==> config.mk <==
export PLATFORM = sky130hd
export DESIGN_NAME = mda_ctrl
export DESIGN_NICKNAME = d
export VERILOG_FILES = /design/src/logic/mda_pkg.sv /design/src/logic/mda_ctrl.sv
export SDC_FILE = /design/constraint.sdc
export NUM_CORES = 1
export LEC_CHECK = 0
export BUFFER_PORTS_ARGS = -buffer_cell sky130_fd_sc_hd__buf_4
export CAP_MARGIN = 20
export CORE_MARGIN = 2
export CORE_UTILIZATION = 45
export DETAILED_ROUTE_END_ITERATION = 8
export GPL_TIMING_DRIVEN = 0
export PLACE_DENSITY_LB_ADDON = 0.05
export SYNTH_ARGS = -nofsm -noshare
export SYNTH_HDL_FRONTEND = slang
export SYNTH_SLANG_ARGS = --single-unit
==> constraint.sdc <==
create_clock -name clock -period 3.4 [get_ports clock]
set_input_delay 0.68 -clock clock [delete_from_list [all_inputs] [get_ports clock]]
set_output_delay 0.68 -clock clock [all_outputs]
set_load 0.005 [all_outputs]
==> src/logic/mda_pkg.sv <==
// constants and types for the multiplexed dram access controller
// Function
// - chip select decoded from the per-bank row strobes, column strobe shared
// - all 128 rows refreshed every 2 ms
// - page cycles 160 ns, column precharge 60 ns
// - data hold 40 ns from its strobe edge
// - row hold 15 ns, column hold 40 ns
// - random cycles 320 ns apart
// - read keeps write select high throughout
// - write select low 40 ns, lead 50 ns
// - write select low before column strobe
// - page mode keeps row strobe low
package mda_pkg;
  localparam int CLK_NS = 10;
  // ----------------------------------------------------------------
  // timing figures in ns and their cycle counts
  // ----------------------------------------------------------------
  localparam int ROW_HOLD_NS      = 15;
  localparam int ROW_TO_COL_MAX_NS = 40;
  localparam int COL_ACCESS_NS    = 80;
  localparam int COL_HOLD_NS      = 40;
  localparam int CYCLE_NS         = 320;
  localparam int PAGE_CYCLE_NS    = 160;
  localparam int PAGE_PRE_NS      = 60;
  localparam int ROW_PRE_NS       = 100;
  localparam int WR_LEAD_NS       = 50;
  localparam int TURNOFF_NS       = 35;
  localparam int REFRESH_MS       = 2;
  localparam int REFRESH_ROWS     = 128;
  // least times round up
  localparam int ROW_HOLD_CYC = (ROW_HOLD_NS + CLK_NS - 1) / CLK_NS;
  localparam int COL_ACC_CYC  = (COL_ACCESS_NS + CLK_NS - 1) / CLK_NS;
  localparam int COL_HOLD_CYC = (COL_HOLD_NS + CLK_NS - 1) / CLK_NS;
  localparam int CYCLE_CYC    = (CYCLE_NS + CLK_NS - 1) / CLK_NS;
  localparam int PAGE_CYC     = (PAGE_CYCLE_NS + CLK_NS - 1) / CLK_NS;
  localparam int PAGE_PRE_CYC = (PAGE_PRE_NS + CLK_NS - 1) / CLK_NS;
  localparam int ROW_PRE_CYC  = (ROW_PRE_NS + CLK_NS - 1) / CLK_NS;
  localparam int WR_LEAD_CYC  = (WR_LEAD_NS + CLK_NS - 1) / CLK_NS;
  localparam int TURNOFF_CYC  = (TURNOFF_NS + CLK_NS - 1) / CLK_NS;
  // data bit synchroniser depth, added to every read wait
  localparam int SYNC_CYC     = 2;
  // refresh interval per row, rounded down so the window is met
  localparam int REFRESH_CYC_DEF =
    (REFRESH_MS * 1000000 / CLK_NS) / REFRESH_ROWS;
  localparam int CNT_W  = 12;
  localparam int ADDR_W = 7;
  localparam int ROW_W  = 7;
  localparam int WORD_W = 14;
  localparam logic [ROW_W-1:0] ROW_RST = 7'h00;
  typedef enum logic [3:0] {
    ST_IDLE, ST_ROW, ST_COL, ST_ACC, ST_WRITE, ST_PAGE_PRE,
    ST_REF, ST_PRE
  } mda_state_t;
endpackage

==> src/logic/mda_ctrl.sv <==
// host controller sequencing a multiplexed dynamic ram
`timescale 1ns/1ns
`default_nettype none
module mda_ctrl (
  input  wire logic                      clock,
  input  wire logic                      rst,
  // user request side
  input  wire logic                      req_valid,
  input  wire logic                      req_write,
  input  wire logic                      req_page,
  input  wire logic                      req_sel,
  input  wire logic [mda_pkg::WORD_W-1:0] req_addr,
  input  wire logic                      req_wdata,
  output logic                           req_ready,
  output logic                           rsp_valid,
  output logic                           rsp_rdata,
  output logic                           refresh_busy,
  // memory pins
  output logic [1:0]                     row_latch_strobe_n,
  output logic                           column_strobe_n,
  output logic                           write_select_n,
  output logic [mda_pkg::ADDR_W-1:0]     multiplexed_address_lines,
  output logic                           data_in,
  input  wire logic                      data_out
);
  import mda_pkg::*;

  // ----------------------------------------------------------------
  // sequence of one access, in clock edges from acceptance
  // ----------------------------------------------------------------
  // 0   request taken, row address driven onto the shared lines
  // 1   row strobe of the selected bank falls
  // 4   column address, write select and data bit driven
  // 5   column strobe falls; an early write is captured here
  // ..  column held until the bit has passed the synchroniser and
  //     the row has been open for the random cycle less the row precharge
  // n   column and row strobes rise together, result returned
  // n+1 write select released, then row precharge, back to idle
  // the row address stays on the lines until the third edge after
  // the row strobe falls, which covers the row hold with margin
  // a page continuation keeps the row strobe low and only cycles the
  // column strobe; it is refused whenever a refresh is pending, so a
  // long page burst can never starve the refresh timer
  // limitation: only early writes are issued, so the memory output
  // stays released on writes and delayed write timing is never used

  mda_state_t             state_q;
  logic [CNT_W-1:0]       cnt_q;
  logic [CNT_W-1:0]       cyc_q;   // cycles since row strobe fell
  logic [CNT_W-1:0]       ref_q;   // refresh interval timer
  logic                   ref_pend_q;
  logic [ROW_W-1:0]       ref_row_q;
  logic [ROW_W-1:0]       row_q;
  logic                   sel_q;
  logic                   wr_q;
  logic                   dout_s1_q;
  logic                   dout_s2_q;

  function automatic logic [CNT_W-1:0] cyc(input int n);
    cyc = CNT_W'(n);
  endfunction

  // ----------------------------------------------------------------
  // data bit synchroniser, second stage only is read
  // ----------------------------------------------------------------
  always_ff @(posedge clock or posedge rst) begin
    if (rst) begin
      dout_s1_q <= 1'b0;
      dout_s2_q <= 1'b0;
    end else begin
      dout_s1_q <= data_out;
      dout_s2_q <= dout_s1_q;
    end
  end

  // ----------------------------------------------------------------
  // refresh interval timer and row counter
  // ----------------------------------------------------------------
  // pending request stays set until a refresh cycle consumes it;
  // a new tick in that cycle wins over the clear
  always_ff @(posedge clock or posedge rst) begin
    if (rst) begin
      ref_q      <= '0;
      ref_pend_q <= 1'b0;
    end else begin
      if (ref_q == cyc(REFRESH_CYC_DEF - 1)) begin
        ref_q      <= '0;
        ref_pend_q <= 1'b1;
      end else begin
        ref_q <= ref_q + 1'b1;
        if (state_q == ST_REF && cnt_q == '0)
          ref_pend_q <= 1'b0;
      end
    end
  end

  // step once, on the last precharge cycle of a refresh; stepping on
  // every precharge cycle would stride across rows instead of walking
  always_ff @(posedge clock or posedge rst) begin
    if (rst)
      ref_row_q <= ROW_RST;
    else if (state_q == ST_PRE && refresh_busy && cnt_q == '0)
      ref_row_q <= ref_row_q + 1'b1; // walk all rows
  end

  // ----------------------------------------------------------------
  // access sequencer
  // ----------------------------------------------------------------
  always_ff @(posedge clock or posedge rst) begin
    if (rst) begin
      state_q                   <= ST_IDLE;
      cnt_q                     <= '0;
      cyc_q                     <= '0;
      row_q                     <= '0;
      sel_q                     <= 1'b0;
      wr_q                      <= 1'b0;
      req_ready                 <= 1'b0;
      rsp_valid                 <= 1'b0;
      rsp_rdata                 <= 1'b0;
      refresh_busy              <= 1'b0;
      row_latch_strobe_n        <= 2'b11;
      column_strobe_n           <= 1'b1;
      write_select_n            <= 1'b1;
      multiplexed_address_lines <= '0;
      data_in                   <= 1'b0;
    end else begin
      req_ready <= 1'b0;
      rsp_valid <= 1'b0;
      cyc_q     <= cyc_q + 1'b1;
      if (cnt_q != '0)
        cnt_q <= cnt_q - 1'b1;
      case (state_q)
        ST_IDLE: begin
          if (ref_pend_q) begin // refresh first
            multiplexed_address_lines <= ref_row_q;
            refresh_busy <= 1'b1;
            state_q      <= ST_ROW;
          end else if (req_valid) begin
            multiplexed_address_lines <= req_addr[ROW_W-1:0];
            row_q     <= req_addr[ROW_W-1:0];
            sel_q     <= req_sel;
            req_ready <= 1'b1;
            state_q   <= ST_ROW;
          end
        end
        ST_ROW: begin
          // address was set up a cycle before the strobe falls
          if (refresh_busy)
            row_latch_strobe_n <= 2'b00; // refresh every bank
          else
            row_latch_strobe_n <= sel_q ? 2'b01 : 2'b10;
          cyc_q <= '0;
          cnt_q <= cyc(ROW_HOLD_CYC);
          state_q <= refresh_busy ? ST_REF : ST_COL;
        end
        ST_REF: begin
          // row-only cycle, column strobe held high
          if (cyc_q >= cyc(CYCLE_CYC - ROW_PRE_CYC - 1)) begin
            row_latch_strobe_n <= 2'b11;
            cnt_q   <= cyc(ROW_PRE_CYC);
            state_q <= ST_PRE;
          end
        end
        ST_COL: begin
          if (cnt_q == '0) begin // row held 15 ns
            multiplexed_address_lines <= req_addr[WORD_W-1:ROW_W];
            wr_q           <= req_write;
            data_in        <= req_wdata;
            write_select_n <= ~req_write; // early write
            state_q        <= ST_ACC;
            // strobe falls on the next edge; the bit then needs the
            // access time and both synchroniser stages
            cnt_q          <= cyc(COL_ACC_CYC + SYNC_CYC);
          end
        end
        ST_ACC: begin
          // strobe falls a cycle after address, write select, data
          column_strobe_n <= 1'b0; // data set up at this edge
          if (cnt_q == '0 &&
              cyc_q >= cyc(CYCLE_CYC - ROW_PRE_CYC - 1)) begin
            // hold, pulse and lead times all covered by the wait
            rsp_rdata       <= wr_q ? 1'b0 : dout_s2_q;
            rsp_valid       <= 1'b1;
            column_strobe_n <= 1'b1; // output released
            // the open row belongs to one bank only
            if (req_valid && req_page && !ref_pend_q &&
                req_sel == sel_q &&
                req_addr[ROW_W-1:0] == row_q) begin
              req_ready <= 1'b1; // row strobe stays low
              cnt_q     <= cyc(PAGE_PRE_CYC);
              state_q   <= ST_PAGE_PRE;
            end else begin
              row_latch_strobe_n <= 2'b11;
              cnt_q   <= cyc(ROW_PRE_CYC);
              state_q <= ST_WRITE;
            end
          end
        end
        ST_PAGE_PRE: begin
          write_select_n <= 1'b1; // read command after rise
          if (cnt_q == '0) begin // precharge 60 ns met
            multiplexed_address_lines <= req_addr[WORD_W-1:ROW_W];
            wr_q           <= req_write;
            data_in        <= req_wdata;
            write_select_n <= ~req_write;
            cyc_q   <= cyc(CYCLE_CYC - PAGE_CYC);  // page spacing
            cnt_q   <= cyc(COL_ACC_CYC + SYNC_CYC);
            state_q <= ST_ACC;
          end
        end
        ST_WRITE: begin
          write_select_n <= 1'b1;
          state_q <= ST_PRE;
        end
        ST_PRE: begin
          // row precharge; whole cycle meets the 320 ns spacing
          if (cnt_q == '0) begin
            refresh_busy <= 1'b0;
            state_q <= ST_IDLE;
          end
        end
        default: state_q <= ST_IDLE;
      endcase
    end
  end
endmodule // mda_ctrl
`default_nettype wire

==> out/metrics.yaml, run 1 <==
ios: 38
power.density_cell_area_nw_per_um2: 665
dpl_cell_area_sq_um: 4280
syn_avg_cell_area_sq_um: 10.2
pin_slew_with_the_least_headroom_to_its_limit_ps: 819
worstHoldPathType: "in -> async"
synth.yosys.seq_area_share_pct: 48.4
die_area_sq_um: 9290
irDropWorstVdd_uv: 274
area_growth_syn_to_layout_pct: 16.9
clk_path_buf_depth: 2
slew_violations: 0
clk_transition_reported_paths_ps: 70
mostFrequentLayoutCells: "sky130_fd_sc_hd__dfrtp_1 (70), sky130_fd_sc_hd__nor2_1 (52), sky130_fd_sc_hd__buf_4 (37)"
antennaDiodeCount: 0
drt-initial-drc-count: 144
clock_tree_from_tritoncts: "yes"
post_synth_main_area_contributors: "sky130_fd_sc_hd__dfrtp_1 (46%), sky130_fd_sc_hd__xnor2_1 (5.9%), sky130_fd_sc_hd__mux2_2 (5.6%)"
internal_power_mw: 1.92
via_count_of_the_first_global_routing_pass: 2895
outcome: "finished, final reports clean"
combPwrFrac_pct: 35.6
yosys_warnings: 0
detailed_routing_iteration_count_for_the_pre_antenna_repair_pass: 5
place_ws_ps: 405
post_synth_instance_area_sq_um: 3840
core_sq_um: 8260
layout_commonest_cell: "sky130_fd_sc_hd__dfrtp_1"
pwr-share-clk_pct: 23.7
largest_net_degree_at_the_start_of_global_routing: 59
sw_frac_of_total_pct: 35.7
floorplan.initialDensity_pct: 46.5
synth-edff-count: 0
post-route-worst-setup-slack_ps: 372
post_route_cells_drive_above_1_share_pct: 20.6
final_nets: 459
antenna_found_initial: 0
finish.instance_area_sq_um: 4490
dr_total_vias: 2925
hpwl_microns: 5890
relative_max_transition_margin_pct: 44.9
achievable-frequency_mhz: 330
cts_root_buffer: "sky130_fd_sc_hd__clkbuf_8"
postCtsResizedCells: 0
netlist.top_cell.by_area: "sky130_fd_sc_hd__dfrtp_1"
cts_setup_buffers: 0
cp_max_fo: 10
routedWlPerCell_microns: 15.3
finClkSkew_ps: 5.82
place.port_buffers: 37
wire_length_of_the_first_global_routing_pass_microns: 14100
netlist-cell-type-count: 54
critical_path_arrival_ps: 3240
report.final.hold_viol_count: 0
drcViolationCount: 0
finalSetupViolations: 0
post_synth_inst_count: 378
period_needed_ps: 3030
timing.critical_path.from_type: "register"
asyncSetResetFlopFracSynth_pct: 100
htree_levels: 3
power.leakage_nw: 1.98
ant_nets: 0
route.final.wire_length_microns: 8230
postSynthNetCount: 409
rsz0062_at_grt: "false"
synth_ff_type: "sky130_fd_sc_hd__dfrtp_1"
flops_latches_synth: 74
worst_skew_pair.late_latency_ps: 350
critPathCaptureType: "register"
finalCritPeriodShare_pct: 89.0
die-height_microns: 96.4
critical_path_class: "reg -> reg"
gp_congestion: 0.850
cap_viol_max_count: 0
hold_buffers: 0
viasPerCell: 5.44
grt_use_total_pct: 19.9
die_w_microns: 96.4
numCtsBuffers: 9
core.rowCount: 33
global_route.overflow_total: 0
cp_data_required_time_ps: 3620
power_frac_seq_pct: 40.8
cts.sinks: 74
synth.top_cell.area_share_pct: 45.6
switchingPower_mw: 1.07
-- critical path: stages (launching register included) --
cell	delay, ps
sky130_fd_sc_hd__dfrtp_1	390
sky130_fd_sc_hd__inv_1	110
sky130_fd_sc_hd__ha_1	150
sky130_fd_sc_hd__or4b_1	590
sky130_fd_sc_hd__nor3_4	420
sky130_fd_sc_hd__inv_2	140
sky130_fd_sc_hd__buf_2	220
sky130_fd_sc_hd__ha_1	310
sky130_fd_sc_hd__nor2_1	40
sky130_fd_sc_hd__a31oi_1	150
sky130_fd_sc_hd__nor2_1	60
sky130_fd_sc_hd__a41oi_1	190
sky130_fd_sc_hd__o41ai_1	110
-- metal layers --
metal	global-route usage (%)	wire length [microns]	part of all wire (%)
met1	26.9	3780	46
met2	30.4	3830	47
met3	5.12	415	5.0
met4	8.10	206	2.5
met5	0	0	0
-- power groups by stage --
stage                     sequential [mW]  clock (mW)  combinational (mW)
after detailed placement             1.23           0                1.06
after global routing                 1.25       0.770                1.20
after floorplan                      1.21           0               0.763
after CTS                            1.22       0.724                1.07
final                                1.22       0.706                1.06
after global placement               1.23           0                1.05
-- flip-flops by register name (all words and copies together), names as in the netlist --
name	count
cnt_q	12
column_strobe_n	1
cyc_q	12
data_in	1
dout_s1_q	1
dout_s2_q	1
multiplexed_address_lines	7
ref_pend_q	1
ref_q	12
ref_row_q	7
refresh_busy	1
req_ready	1
row_latch_strobe_n	2
row_q	7
rsp_rdata	1
rsp_valid	1
sel_q	1
state_q	3
wr_q	1
write_select_n	1
-- cells by family (layout without fill, tap and decap cells) --
family                   count (synthesis)  in the layout  synth area share (%)
adder cells (fa/ha/maj)                  9              9                  2.93
buffers and inverters                   30             85                  3.19
XOR/XNOR                                40             40                  9.12
flip-flops                              74             74                  48.4
AND/OR/NAND/NOR                        139            139                  18.9
multiplexers                            27             27                  7.79
AO/OA/AOI/OAI                           59             59                  9.74
-- cell type report --
type / count / area [sq um]
plain buffers: 14 / 62.6
clock buffers: 12 / 155
clock inverters: 4 / 50.0
well taps: 105 / 131
multi-input cells: 274 / 1860
flip-flops and latches: 74 / 1860
repair buffers: 39 / 310
inverters: 16 / 62.6
fillers: 754 / 3770
-- stage by stage --
| step | setup TNS [ps] | power [mW] | util (%) | cells | hold WS [ps] |
|---|---|---|---|---|---|
| after floorplan | 0 | 1.97 | - | 378 | 331 |
| after global placement | -13400 | 2.28 | 51.5 | 520 | 334 |
| after detailed placement | 0 | 2.30 | 51.9 | 522 | 335 |
| after CTS | 0 | 3.01 | 54.4 | 538 | 255 |
| after global routing | 0 | 3.22 | 54.4 | 538 | 257 |
| final | 0 | 2.98 | 54.4 | 538 | 257 |
-- cells in the mapped netlist (11+ instances only) --
| cell | n |
|---|---|
| sky130_fd_sc_hd__nor2_1 | 52 |
| sky130_fd_sc_hd__a21oi_1 | 16 |
| sky130_fd_sc_hd__xnor2_1 | 26 |
| sky130_fd_sc_hd__nand3_1 | 15 |
| sky130_fd_sc_hd__inv_1 | 15 |
| sky130_fd_sc_hd__clkbuf_1 | 11 |
| sky130_fd_sc_hd__mux2_2 | 19 |
| sky130_fd_sc_hd__dfrtp_1 | 70 |
| sky130_fd_sc_hd__o21ai_0 | 15 |
| sky130_fd_sc_hd__nand2_1 | 21 |
| sky130_fd_sc_hd__xor2_1 | 14 |
-- worst paths after layout --
path,startpoint,endpoint,slack (ps),cells after the start
worst max-delay path,cnt_q[0]$_DFF_PP0_,cnt_q[0]$_DFF_PP0_,370,12
worst min-delay path,rst,ref_q[3]$_DFF_PP0_,260,2
worst max register to register,cnt_q[0]$_DFF_PP0_,cnt_q[0]$_DFF_PP0_,370,12
worst min register to register,dout_s1_q$_DFF_PP0_,dout_s2_q$_DFF_PP0_,350,0
max in group asynchronous,rst,row_latch_strobe_n[0]$_DFFE_PP1P_,2540,3
min in group clock,dout_s1_q$_DFF_PP0_,dout_s2_q$_DFF_PP0_,350,0
Note: power is estimated with default switching activity, not from simulation.
==> inputs of run 2 (changes only) <==
--- a/config.mk
+++ b/config.mk
@@ -7,6 +7,7 @@
 export LEC_CHECK = 0
 export BUFFER_PORTS_ARGS = -buffer_cell sky130_fd_sc_hd__buf_4
 export CAP_MARGIN = 20
+export CORE_ASPECT_RATIO = 1.75
 export CORE_MARGIN = 2
 export CORE_UTILIZATION = 45
 export DETAILED_ROUTE_END_ITERATION = 8
==> run 2 against run 1 <==
- hold slack gained 69 ps
- power grew 16%
- sequential power is essentially flat
- critical endpoint unchanged
- highest routed layer unchanged
==> out/metrics.yaml, run 2 (synthesis results as in run 1) <==
postCtsResizedCells: 0  # unchanged
power.leakage_nw: 2.06  # +4.1%
layout_commonest_cell: "sky130_fd_sc_hd__dfrtp_1"
pin_slew_with_the_least_headroom_to_its_limit_ps: 922  # +103 ps
worst_skew_pair.late_latency_ps: 330  # -20 ps
grt_use_total_pct: 20.3  # +0.50 points
clock_tree_from_tritoncts: "yes"
cap_viol_max_count: 0  # unchanged
core_sq_um: 8310  # +0.67%
largest_net_degree_at_the_start_of_global_routing: 51  # -14%
rsz0062_at_grt: "false"
period_needed_ps: 3070  # +39.7 ps
antennaDiodeCount: 0  # unchanged
leading_registers_by_flop_count: "cnt_q x12, cyc_q x12, ref_q x12"
pnr_total_power_mw: 3.45  # +16%
cpMaxStageDelayCell: "sky130_fd_sc_hd__or4b_1"
ios: 38  # unchanged
numCtsBuffers: 9  # unchanged
cp_max_fo: 10  # unchanged
post_route_cells_drive_above_1_share_pct: 20.6  # unchanged
achievable-frequency_mhz: 326  # -1.3%
die_w_microns: 73.8  # -23%
dpl_cell_area_sq_um: 4300  # +0.29%
viasPerCell: 5.30  # -2.6%
clk_transition_reported_paths_ps: 50  # -20 ps
routedWlPerCell_microns: 15.6  # +2.0%
floorplan.initialDensity_pct: 46.2  # -0.31 points
slew_violations: 0  # unchanged
via_count_of_the_first_global_routing_pass: 3006  # +3.8%
cp.buffers_inverters: 3  # unchanged
finalSetupViolations: 0  # unchanged
report.final.hold_viol_count: 0  # unchanged
htree_levels: 3  # unchanged
final_nets: 459  # unchanged
drcViolationCount: 0  # unchanged
die_area_sq_um: 9320  # +0.31%
timing.critical_path.from_type: "register"
core.rowCount: 44  # +33%
finClkSkew_ps: 4.62  # -1.20 ps
die-height_microns: 126  # +31%
dr_total_vias: 2903  # -0.75%
place_ws_ps: 387  # -17.4 ps
critical_path_class: "reg -> reg"
finish.instance_area_sq_um: 4660  # +3.9%
irDropWorstVdd_uv: 365  # +33%
detailed_routing_iteration_count_for_the_pre_antenna_repair_pass: 5  # unchanged
gp_congestion: 0.906  # +6.6%
area_growth_syn_to_layout_pct: 21.5
hold_buffers: 0  # unchanged
relative_max_transition_margin_pct: 38.0  # -6.9 points
cts_setup_buffers: 0  # unchanged
cts.sinks: 74  # unchanged
outcome: "finished, final reports clean"
final_util_pct: 56.1  # +1.7 points
post-route-worst-setup-slack_ps: 333  # -39.7 ps
antenna_found_initial: 0  # unchanged
ant_nets: 0  # unchanged
crit_path_max_incr_delay_ps: 590  # about the same
worstHoldPathType: "in -> async"
critical_path_arrival_ps: 3270  # +30 ps
place.port_buffers: 37  # unchanged
power.density_cell_area_nw_per_um2: 740  # +11%
timing.critical_path.max_delay_family: "simple AND/OR/NAND/NOR gates"
final.setup.tns_ps: 0  # unchanged
clk_path_buf_depth: 2  # unchanged
finalCritPeriodShare_pct: 90.2  # +1.2 points
cp_data_required_time_ps: 3600  # -20 ps
cts_root_buffer: "sky130_fd_sc_hd__clkbuf_16"
mostFrequentLayoutCells: "sky130_fd_sc_hd__dfrtp_1 (70), sky130_fd_sc_hd__nor2_1 (52), sky130_fd_sc_hd__buf_4 (37)"
timing.critical_path.cells: "inv_1 -> ha_1 -> or4b_1 -> nor3_4 -> inv_2 -> buf_2 -> ha_1 -> nor2_1 -> a31oi_1 -> nor2_1 -> a41oi_1 -> o41ai_1"
route.final.wire_length_microns: 8550  # +3.9%
wire_length_of_the_first_global_routing_pass_microns: 14500  # +3.1%
critPathCaptureType: "register"
drt-initial-drc-count: 149  # +3.5%
hpwl_microns: 6440  # +9.3%
global_route.overflow_total: 0  # unchanged
run 2: final timing paths:
check                                    startpoint                           endpoint  slack [ps]  cells after the start
worst min-delay path                            rst              rsp_rdata$_DFFE_PP0P_         330                      2
worst min register to register  dout_s1_q$_DFF_PP0_                dout_s2_q$_DFF_PP0_         350                      0
worst max-delay path             cnt_q[0]$_DFF_PP0_                 cnt_q[0]$_DFF_PP0_         330                     12
min in group clock              dout_s1_q$_DFF_PP0_                dout_s2_q$_DFF_PP0_         350                      0
worst max register to register   cnt_q[0]$_DFF_PP0_                 cnt_q[0]$_DFF_PP0_         330                     12
max in group asynchronous                       rst  row_latch_strobe_n[0]$_DFFE_PP1P_        2460                      3
run 2: layer usage:
metal	vias up	track usage [%]	wire length, microns
li1	1422	-	-
met1	1425	22.5	3330
met2	46	36.7	4780
met3	10	4.80	283
met4	0	7.17	149
met5	-	0	0
run 2: area by class of cell:
| class | count | area (sq um) |
|---|---|---|
| Buffer | 14 | 62.6 |
| Clock buffer | 11 | 243 |
| Clock inverter | 5 | 125 |
| Fill cell | 734 | 3650 |
| Inverter | 16 | 62.6 |
| Multi-Input combinational cell | 274 | 1860 |
| Sequential cell | 74 | 1860 |
| Tap cell | 115 | 144 |
| Timing Repair Buffer | 39 | 310 |
run 2: through the flow:
step                      hold WS (ps)  std cells
final                              326        548
after global routing               353        548
after CTS                          332        548
after detailed placement           340        532
after global placement             339        530
after floorplan                    331        378
run 2: where the power goes:
part	internal, mW	switching [mW]	total, mW
clock	0.810	0.349	1.16
combinational	0.470	0.598	1.07
sequential	1.07	0.156	1.23
total	2.35	1.10	3.45
run 2: worst reg2reg max path, delay by kind of cell (launching register included):
| family | cells | cell delay [ps] |
|---|---|---|
| AO/OA/AOI/OAI | 3 | 440 |
| adder cells (fa/ha/maj) | 2 | 480 |
| buffers and inverters | 3 | 490 |
| flip-flops | 1 | 400 |
| AND/OR/NAND/NOR | 4 | 1120 |
